### config.mk
export PLATFORM = sky130hd
export DESIGN_NAME = swr_sleep_wake
export DESIGN_NICKNAME = d
export VERILOG_FILES = /design/src/rtl/swr_pkg.sv /design/src/rtl/swr_sleep_wake.sv
export SDC_FILE = /design/constraint.sdc
export NUM_CORES = 1
export LEC_CHECK = 0
export ABC_AREA = 1
export BUFFER_PORTS_ARGS = -buffer_cell sky130_fd_sc_hd__buf_2
export CORE_MARGIN = 4
export CORE_UTILIZATION = 50
export CTS_CLUSTER_SIZE = 25
export DETAILED_ROUTE_END_ITERATION = 16
export PLACE_DENSITY = 0.82
export SYNTH_ARGS = -nofsm -noshare
export SYNTH_HDL_FRONTEND = slang
export SYNTH_SLANG_ARGS = --single-unit
### constraint.sdc
create_clock -name clk_sys_i -period 3.7 [get_ports clk_sys_i]
set_clock_uncertainty 0.1 [all_clocks]
set_input_delay 0.185 -clock clk_sys_i [delete_from_list [all_inputs] [get_ports clk_sys_i]]
set_output_delay 0.185 -clock clk_sys_i [all_outputs]
set_load 0.03 [all_outputs]
### src/rtl/swr_pkg.sv
// Package for the sleep, wake-up and reset-cause block.
// Assumes a single always-running 200 MHz system clock.
package swr_pkg;

	// System clock period
	localparam int unsigned CLK_PERIOD_NS = 5;

	// Nominal watchdog period without prescaler, and its cycle count
	localparam longint unsigned WDT_PERIOD_NS = 64'd18_000_000;
	localparam logic [31:0] WDT_PERIOD_CYCLES =
		32'(WDT_PERIOD_NS / CLK_PERIOD_NS);

	// Register byte offsets on the Avalon-MM slave
	localparam logic [3:0] REG_CTRL_OFS = 4'h0;
	localparam logic [3:0] REG_STATUS_OFS = 4'h4;
	localparam logic [3:0] REG_WAKE_REF_OFS = 4'h8;

	// Control register fields
	localparam int unsigned CTRL_WDT_EN_BIT = 0;
	localparam int unsigned CTRL_PIN_WAKE_EN_BIT = 1;
	localparam int unsigned CTRL_CMP_WAKE_EN_BIT = 2;
	localparam int unsigned CTRL_PSA_BIT = 3;
	localparam int unsigned CTRL_PS_LSB = 4;
	localparam int unsigned CTRL_MASTER_CLEAR_PIN_EN_BIT = 7;
	localparam logic [7:0] CTRL_RESET = 8'hff;

	// Status register fields
	localparam int unsigned STAT_PD_BIT = 0;
	localparam int unsigned STAT_TO_BIT = 1;
	localparam int unsigned STAT_PINW_BIT = 2;
	localparam int unsigned STAT_CMPW_BIT = 3;
	localparam int unsigned STAT_ASLEEP_BIT = 4;

	// Number of synchronised inputs: pins a, b, c, comparator, clear
	localparam int unsigned SYNC_W = 5;
	localparam logic [SYNC_W-1:0] SYNC_RESET = 5'h10;

	// Power state of the core
	typedef enum logic {
		SWR_AWAKE,
		SWR_ASLEEP
	} swr_state_e;

endpackage : swr_pkg

### src/rtl/swr_sleep_wake.sv
// Sleep entry, wake-up detection, watchdog and reset-cause flags.
// Assumes clk_sys_i keeps running while the core oscillator is off;
// the core clock is gated from osc_drive_en_o outside this block.
//
// Summary of operation
// - Sleep clears but keeps watchdog, sets timeout, clears powerdown, stops oscillator.
// - While asleep the I/O ports hold their earlier drive state.
// - A watchdog reset never drives the master clear pin low.
// - With pin wake enabled, a watched pin change wakes the device.
// - With comparator wake enabled, a comparator output change wakes it.
// - Every wake-up event produces a full device reset.
// - A watchdog time-out clears the timeout flag unless a clear-pin fall comes in the same cycle.
// - Powerdown flag is set by power-up, cleared by sleep.
// - Pin reference is captured at each port access; pin flag shows a mismatch that woke the device.
// - Mismatch present at sleep entry wakes the device at once.
// - Watchdog count is cleared on every wake-up.
// - Watchdog wake from sleep: all four flags read 0.
// - Watchdog time-out awake: wake and timeout flags 0, powerdown kept.
// - Clear-pin wake: wake flags 0, timeout 1, powerdown 0.
// - Clear-pin reset awake: wake flags 0, timeout and powerdown kept.
// - Pin wake: comparator flag 0, pin flag 1, timeout 1, powerdown 0.
// - Comparator wake: comparator flag 1, pin flag 0, timeout 1, powerdown 0.
// - Flags hold until a reset or sleep entry; a clear pulse alone changes nothing else.
// - Sleep also clears the prescaler when assigned to the watchdog.
`timescale 1ns/10ps
`default_nettype none

module swr_sleep_wake
	import swr_pkg::*;
#(
	parameter logic [31:0] WDT_CYCLES = WDT_PERIOD_CYCLES
) (
	input wire logic clk_sys_i,
	input wire logic rst_n_i,
	// Core events
	input wire logic sleep_exec_i,
	input wire logic wdt_clear_i,
	input wire logic port_access_i,
	// Pins and comparator from outside the clock domain
	input wire logic watched_pin_a_i,
	input wire logic watched_pin_b_i,
	input wire logic watched_pin_c_i,
	input wire logic comparator_out_i,
	input wire logic master_clear_pin_n_i,
	// Avalon-MM slave
	input wire logic [3:0] avs_address_i,
	input wire logic avs_read_i,
	input wire logic avs_write_i,
	input wire logic [31:0] avs_writedata_i,
	input wire logic [3:0] avs_byteenable_i,
	output logic [31:0] avs_readdata_o,
	output logic avs_waitrequest_o,
	// Power and reset controls
	output logic device_reset_o,
	output logic osc_drive_en_o,
	output logic io_hold_o,
	output logic asleep_o,
	output logic timeout_flag_o,
	output logic powerdown_flag_o,
	output logic pin_wake_flag_o,
	output logic comparator_wake_flag_o
);

	// Synchroniser stages
	logic [SYNC_W-1:0] sync1_q;
	logic [SYNC_W-1:0] sync2_q;
	logic [SYNC_W-1:0] async_in;

	// Watchdog
	logic [31:0] wdt_cnt_q;
	logic [7:0] presc_q;
	logic wdt_tick;
	logic wdt_timeout;
	logic wdt_clear;

	// Control and state
	logic [7:0] ctrl_q;
	swr_state_e state_q;
	logic [2:0] pin_ref_q;
	logic cmp_ref_q;
	logic master_clear_pin_low_prev_q;
	logic [SYNC_W-1:0] sync_view;

	// Events
	logic [2:0] pins_now;
	logic cmp_now;
	logic master_clear_pin_low;
	logic master_clear_pin_fall;
	logic pin_wake;
	logic cmp_wake;
	logic any_wake;

	// Flag registers
	logic to_q;
	logic pd_q;
	logic pinw_q;
	logic cmpw_q;
	logic rst_out_q;

	// Bus
	logic bus_req;
	logic wait_q;
	logic [31:0] rdata_q;

	assign async_in = {master_clear_pin_n_i, comparator_out_i,
		watched_pin_c_i, watched_pin_b_i, watched_pin_a_i};

	// Two-flop synchronisers; only the second stage is used below
	genvar gi;
	generate
		for (gi = 0; gi < SYNC_W; gi++) begin : g_sync
			always_ff @(posedge clk_sys_i) begin
				if (!rst_n_i) begin
					sync1_q[gi] <= SYNC_RESET[gi];
					sync2_q[gi] <= SYNC_RESET[gi];
				end else begin
					sync1_q[gi] <= async_in[gi];
					sync2_q[gi] <= sync1_q[gi];
				end
			end
		end
	endgenerate

	assign sync_view = sync2_q;
	assign pins_now = sync_view[2:0];
	assign cmp_now = sync_view[3];
	// Clear pin only acts when enabled as master clear
	assign master_clear_pin_low = ctrl_q[CTRL_MASTER_CLEAR_PIN_EN_BIT] & ~sync_view[4];
	assign master_clear_pin_fall = master_clear_pin_low & ~master_clear_pin_low_prev_q;

	always_ff @(posedge clk_sys_i) begin
		if (!rst_n_i) begin
			master_clear_pin_low_prev_q <= 1'b0;
		end else begin
			master_clear_pin_low_prev_q <= master_clear_pin_low;
		end
	end

	// Wake detectors on the always-on clock, not the core oscillator
	assign pin_wake = (state_q == SWR_ASLEEP) &
		ctrl_q[CTRL_PIN_WAKE_EN_BIT] & (pins_now != pin_ref_q);
	assign cmp_wake = (state_q == SWR_ASLEEP) &
		ctrl_q[CTRL_CMP_WAKE_EN_BIT] & (cmp_now != cmp_ref_q);
	assign any_wake = (state_q == SWR_ASLEEP) &
		(master_clear_pin_fall | wdt_timeout | pin_wake | cmp_wake);

	// Watchdog cleared by software, sleep and any wake-up
	assign wdt_clear = wdt_clear_i | sleep_exec_i | any_wake | master_clear_pin_low;

	// Base counter: one tick per nominal period
	assign wdt_tick = ctrl_q[CTRL_WDT_EN_BIT] &
		(wdt_cnt_q == WDT_CYCLES - 32'h1);

	// Time-out on tick, or on prescaler wrap when it is assigned
	assign wdt_timeout = wdt_tick & (!ctrl_q[CTRL_PSA_BIT] |
		(presc_q == ((8'h1 << ctrl_q[CTRL_PS_LSB +: 3]) - 8'h1)));

	always_ff @(posedge clk_sys_i) begin
		if (!rst_n_i) begin
			wdt_cnt_q <= 32'h0;
		end else if (wdt_clear || wdt_tick ||
			!ctrl_q[CTRL_WDT_EN_BIT]) begin
			wdt_cnt_q <= 32'h0;
		end else begin
			wdt_cnt_q <= wdt_cnt_q + 32'h1; // Keeps running in sleep
		end
	end

	// Prescaler; a wrap restarts it for the next period
	always_ff @(posedge clk_sys_i) begin
		if (!rst_n_i) begin
			presc_q <= 8'h0;
		end else if (wdt_clear || wdt_timeout ||
			!ctrl_q[CTRL_PSA_BIT]) begin
			presc_q <= 8'h0;
		end else if (wdt_tick) begin
			presc_q <= presc_q + 8'h1;
		end
	end

	// Sleep state; any wake-up event returns it to awake directly
	always_ff @(posedge clk_sys_i) begin
		if (!rst_n_i) begin
			state_q <= SWR_AWAKE;
		end else begin
			case (state_q)
				SWR_AWAKE: begin
					if (sleep_exec_i && !master_clear_pin_low && !wdt_timeout) begin
						state_q <= SWR_ASLEEP;
					end
				end
				SWR_ASLEEP: begin
					if (any_wake) begin
						state_q <= SWR_AWAKE;
					end
				end
				default: begin
					state_q <= SWR_AWAKE;
				end
			endcase
		end
	end

	// Pin reference follows each port access comparator at entry
	always_ff @(posedge clk_sys_i) begin
		if (!rst_n_i) begin
			pin_ref_q <= 3'h0;
			cmp_ref_q <= 1'b0;
		end else begin
			if (port_access_i) begin
				pin_ref_q <= pins_now;
			end
			if (state_q == SWR_AWAKE) begin
				cmp_ref_q <= cmp_now;
			end
		end
	end

	// Reset-cause flags; clear pin outranks watchdog, pin, comparator
	always_ff @(posedge clk_sys_i) begin
		if (!rst_n_i) begin
			to_q <= 1'b1;
			pd_q <= 1'b1;
			pinw_q <= 1'b0;
			cmpw_q <= 1'b0;
		end else if (master_clear_pin_fall) begin
			pinw_q <= 1'b0;
			cmpw_q <= 1'b0;
			if (state_q == SWR_ASLEEP) begin
				to_q <= 1'b1;
				pd_q <= 1'b0;
			end
		end else if (wdt_timeout) begin
			to_q <= 1'b0;
			pinw_q <= 1'b0;
			cmpw_q <= 1'b0;
			if (state_q == SWR_ASLEEP) begin
				pd_q <= 1'b0;
			end
		end else if (pin_wake) begin
			cmpw_q <= 1'b0;
			pinw_q <= 1'b1;
			to_q <= 1'b1;
			pd_q <= 1'b0;
		end else if (cmp_wake) begin
			cmpw_q <= 1'b1;
			pinw_q <= 1'b0;
			to_q <= 1'b1;
			pd_q <= 1'b0;
		end else if (sleep_exec_i && state_q == SWR_AWAKE &&
			!master_clear_pin_low) begin
			to_q <= 1'b1;
			pd_q <= 1'b0;
		end
		// Otherwise all four hold
	end

	// Device reset: one cycle per event, held while clear pin is low.
	// This is an internal line only; nothing here drives the clear pin,
	// so a watchdog reset leaves that pin alone.
	always_ff @(posedge clk_sys_i) begin
		if (!rst_n_i) begin
			rst_out_q <= 1'b0;
		end else begin
			rst_out_q <= master_clear_pin_low | wdt_timeout | any_wake;
		end
	end

	// Avalon-MM: one wait cycle, then the request completes
	assign bus_req = avs_read_i | avs_write_i;

	always_ff @(posedge clk_sys_i) begin
		if (!rst_n_i) begin
			wait_q <= 1'b1;
		end else begin
			wait_q <= !(bus_req && wait_q);
		end
	end

	// Read data prepared during the wait cycle; unmapped reads give 0
	always_ff @(posedge clk_sys_i) begin
		if (!rst_n_i) begin
			rdata_q <= 32'h0;
		end else if (avs_read_i && wait_q) begin
			case (avs_address_i)
				REG_CTRL_OFS: rdata_q <= {24'h0, ctrl_q};
				REG_STATUS_OFS: begin
					rdata_q <= 32'h0;
					rdata_q[STAT_PD_BIT] <= pd_q;
					rdata_q[STAT_TO_BIT] <= to_q;
					rdata_q[STAT_PINW_BIT] <= pinw_q;
					rdata_q[STAT_CMPW_BIT] <= cmpw_q;
					rdata_q[STAT_ASLEEP_BIT] <= (state_q == SWR_ASLEEP);
				end
				REG_WAKE_REF_OFS: rdata_q <= {27'h0, cmp_ref_q, 1'b0,
					pin_ref_q};
				default: rdata_q <= 32'h0;
			endcase
		end
	end

	// Control write on the completing edge, low byte lane only
	always_ff @(posedge clk_sys_i) begin
		if (!rst_n_i) begin
			ctrl_q <= CTRL_RESET;
		end else if (avs_write_i && !wait_q &&
			avs_address_i == REG_CTRL_OFS && avs_byteenable_i[0]) begin
			ctrl_q <= avs_writedata_i[7:0];
		end
	end

	// Oscillator and port hold follow the sleep state
	always_ff @(posedge clk_sys_i) begin
		if (!rst_n_i) begin
			osc_drive_en_o <= 1'b1;
			io_hold_o <= 1'b0;
			asleep_o <= 1'b0;
		end else begin
			osc_drive_en_o <= (state_q == SWR_AWAKE);
			io_hold_o <= (state_q == SWR_ASLEEP);
			asleep_o <= (state_q == SWR_ASLEEP);
		end
	end

	// Remaining outputs straight from their flops
	assign avs_readdata_o = rdata_q;
	assign avs_waitrequest_o = wait_q;
	assign device_reset_o = rst_out_q;
	assign timeout_flag_o = to_q;
	assign powerdown_flag_o = pd_q;
	assign pin_wake_flag_o = pinw_q;
	assign comparator_wake_flag_o = cmpw_q;

endmodule // swr_sleep_wake

`default_nettype wire

==> results_tabular.tex <==
\begin{tabular}{lr}
\hline
Metric & Value \\
\hline
\multicolumn{2}{l}{\textbf{Run status}} \\
Outcome & finished, final reports clean \\
\multicolumn{2}{l}{\textbf{Route}} \\
Antenna violation net count after detailed routing & 0 \\
Number of design rule violations left after detail routing & 0 \\
Pre-antenna DRT Iters & 5 \\
Via count normalized by instance count & 4.99 \\
Iteration-0 DRC count of the detailed router & 380 \\
Via total after detailed routing & 3,834 \\
Detailed-route wire length per cell & roughly 12 µm \\
Aggregate routed wire length & 9250 µm \\
\multicolumn{2}{l}{\textbf{Power and ir drop}} \\
Relative contribution of combinational cells to total power & 10.1\% \\
Pwr per Cell Area & 367 nW/µm² \\
Max VDD drop & 274 µV \\
Static leakage power & 2.01 nW \\
Internal power contribution & 0.00126 W \\
P\_sw & 0.000496 W \\
Fraction of power spent switching nets & 28.2\% \\
Clock network fraction of total power & 39.0\% \\
Sequential group share of total power & 50.9\% \\
\multicolumn{2}{l}{\textbf{Logic synthesis}} \\
Synthesized instance count & 607 \\
Count of flip-flops with a built-in enable after synthesis & 0 \\
Largest family of logic cells by synthesized area & simple AND/OR/NAND/NOR gates \\
Count of unique library cells instantiated by Yosys & 32 \\
Mean post-synth cell area & around 7 µm² \\
Sequential fraction of the synthesis area & 37.4\% \\
Area share of the largest cell type after synthesis & 37.4\% \\
Post-synthesis cell type with the largest combined area & sky130\_fd\_sc\_hd\_\_dfxtp\_1 \\
Post-synthesis mux area share & 0\% \\
FF+latch count, synth & 80 \\
Adder-cell share of the synthesized area & 0.584\% \\
Main flop type after synthesis & sky130\_fd\_sc\_hd\_\_dfxtp\_1 \\
Most area-consuming cells after synthesis & sky130\_fd\_sc\_hd\_\_dfxtp\_1 (37\%), sky130\_fd\_sc\_hd\_\_nand2\_1 (10\%), sky130\_fd\_sc\_hd\_\_inv\_1 (8.0\%) \\
Most used standard cell by instance count after synthesis & sky130\_fd\_sc\_hd\_\_nand2\_1 \\
Share of the synthesized area in compound gates (AO/OA/AOI/OAI) & 5.63\% \\
Post-synthesis share of cell area spent on and, or, nand and nor gates & about a third \\
Commonest cells post-synth & sky130\_fd\_sc\_hd\_\_nand2\_1 (115), sky130\_fd\_sc\_hd\_\_inv\_1 (91), sky130\_fd\_sc\_hd\_\_dfxtp\_1 (80) \\
Async set-reset flop share out of synthesis & 0\% \\
YS warnings & 0 \\
Xor and xnor area share after synthesis & 7.76\% \\
Netlist area before placement & about 4300 µm² \\
\multicolumn{2}{l}{\textbf{Timing}} \\
Final-report max-slew violation count & 0 \\
Final Hold Viols & 0 \\
Max transition margin & 61.8\% \\
Slew at the pin with the worst max-slew slack & 573 ps \\
RSZ-0062 raised after global routing & false \\
Final critical path time including I/O delays and setup & 2580 ps \\
Final critical-path share of the clock period & roughly 70\% \\
Total Negative Setup Slacks & 0 ps \\
\# setup viols final & 0 \\
Max frequency & between 0.3 and 0.4 GHz \\
\multicolumn{2}{l}{\textbf{Clocking}} \\
Clock tree buffer depth & 2 \\
TritonCTS clock tree & done \\
Clock insertion delay at the later pin of the skew report & 350 ps \\
Clock root buffer master & sky130\_fd\_sc\_hd\_\_clkbuf\_8 \\
Clock net sink count & 80 \\
Number of levels the H-tree was split into & 3 \\
Total clock buffers created by CTS & 9 \\
Clk slew on worst S/H paths & 100 ps \\
\multicolumn{2}{l}{\textbf{Place}} \\
Final weighted congestion in routability-driven placement & roughly 0.95 \\
Sum of net half-perimeters after detailed placement & between 6000 and 7000 µm \\
Placement Cell Area & 4420 µm² \\
Port bufs & 41 \\
\multicolumn{2}{l}{\textbf{Final layout}} \\
Area growth, synth to finish & 11.8\% \\
Inserted Diodes & 0 \\
Finished layout cell area & 4790 µm² \\
Fin nets & 712 \\
Layout cells sized above 1 & 16.3\% \\
\multicolumn{2}{l}{\textbf{Global route}} \\
Number of global-route vias before repair & 3,573 \\
Total global-route track usage & 18.6\% \\
Pin count of the biggest net entering global routing & 33 \\
Global-route congestion overflow total & 0 \\
First-pass GRT wire length & 15,500 µm \\
Initial antenna violation count & 0 \\
\multicolumn{2}{l}{\textbf{Floorplanning}} \\
Total Die Area & 10,100 µm² \\
Die Span X & 101 µm \\
Height of the die & 101 µm \\
Number of standard-cell rows in the floorplan & 33 \\
Starting Density & roughly 52\% \\
Ports placed on the boundary & 93 \\
Core outline area & between 8000 and 9000 µm² \\
\multicolumn{2}{l}{\textbf{Hold path}} \\
Class of the tightest hold or removal check & primary input to flip-flop \\
\multicolumn{2}{l}{\textbf{Setup path}} \\
Startpoint-to-endpoint class of the critical path & flip-flop to flip-flop \\
Startpoint Class & flip-flop \\
Worst EP required & 3810 ps \\
Arrival @ worst endpoint & approximately 2700 ps \\
Largest driver fanout on the critical path & 32 \\
Endpoint kind of the worst setup timing path & flip-flop \\
\multicolumn{2}{l}{\textbf{Job}} \\
Reported max-cap violation count & 0 \\
\hline
\end{tabular}
## sequential cells by signal (all words and copies together) (netlist names), 3 cells and up
signal and cells:
ctrl_q 8, sync1_q 5, wdt_cnt_q 32, pin_ref_q 3, pins_now 3, avs_readdata_o 8, presc_q 8
## per-layer routing
| layer | global-route usage, % | vias up | part of all wire, % |
|---|---|---|---|
| met3 | 3.11 | 19 | 5.6 |
| li1 | - | 1950 | - |
| met1 | 24.3 | 1733 | 44 |
| met2 | 30.4 | 132 | 48 |
| met5 | 0 | - | 0 |
| met4 | 7.77 | 0 | 2.2 |
## worst max-delay path, cell delays in order, from the launching register on
cell	delay [ps]
sky130_fd_sc_hd__dfxtp_1	400
sky130_fd_sc_hd__ha_1	220
sky130_fd_sc_hd__nand3_2	150
sky130_fd_sc_hd__inv_1	110
sky130_fd_sc_hd__nand2_1	60
sky130_fd_sc_hd__nor2_1	130
sky130_fd_sc_hd__nand2_1	80
sky130_fd_sc_hd__nor2_2	380
sky130_fd_sc_hd__nand2_2	140
sky130_fd_sc_hd__nand3_2	110
sky130_fd_sc_hd__nand2_4	80
sky130_fd_sc_hd__nand3_4	400
sky130_fd_sc_hd__nor2_1	70
## power groups by stage
stage               Sequential (W)  Clock (W)  Combinational, W
CTS                       0.000896   0.000700          0.000175
finish                    0.000897   0.000687          0.000177
global placement          0.000916          0          0.000158
global route              0.000899   0.000735          0.000194
floorplan                 0.000937          0          0.000122
detailed placement        0.000916          0          0.000162
## final cells by class
cell class,count,area [µm²]
fill,770,3510
multi-input combinational,415,2130
sequential,80,1600
timing repair buffer,57,365
inverter,95,357
tap,105,131
clock buffer,9,124
clock inverter,7,86.3
## what timing repair did
action | in CTS | in global routing
setup buffers | 0 | 0
endpoints found under the setup margin | 0 | 0
endpoints found under the hold margin | 15 | 0
hold buffers | 16 | 0
gates resized for setup | 0 | 0
## kinds of logic after synthesis
group                    after synthesis
AND/OR/NAND/NOR                      305
buffers and inverters                135
flip-flops                            80
AO/OA/AOI/OAI                         46
XOR/XNOR                              38
adder cells (fa/ha/maj)                2
other                                  1
## final timing paths
| kind | slack (ps) | cells past startpoint | endpoint | start |
|---|---|---|---|---|
| setup / recovery | 1120 | 12 | wdt_cnt_q[23] | wdt_cnt_q[0] |
| hold / removal | 120 | 2 | powerdown_flag_o | rst_n_i |
| setup reg to reg | 1120 | 12 | wdt_cnt_q[23] | wdt_cnt_q[0] |
| hold reg to reg | 320 | 2 | pins_now[0] | sync1_q[0] |
## cells in the final DEF, fill, tap and decap left out, drive strengths merged
master / instances
dfxtp: 80
ha: 2
dlygate4sd3: 16
nor2: 100
o221ai: 1
inv: 100
or2: 2
nand3: 34
xnor2: 9
nand4: 17
conb: 24
bufinv: 1
a21oi: 19
and3: 1
buf: 41
xor2: 29
nand2: 119
o211ai: 3
o21ai: 23
nor3: 22
nor4: 10
clkinvlp: 1
clkbuf: 9
## metrics by stage
stage / util, % / cells / total power (W) / setup WS [ps] / hold WS [ps]
floorplan: - / 630 / 0.00106 / 1920 / 183
global placement: 53.3 / 736 / 0.00107 / 1200 / 265
detailed placement: 53.3 / 736 / 0.00108 / 1130 / 270
CTS: 57.8 / 768 / 0.00177 / 1110 / 107
global route: 57.8 / 768 / 0.00183 / 871 / 129
finish: 57.8 / 768 / 0.00176 / 1120 / 117
Power figures use the tool's default switching activity.
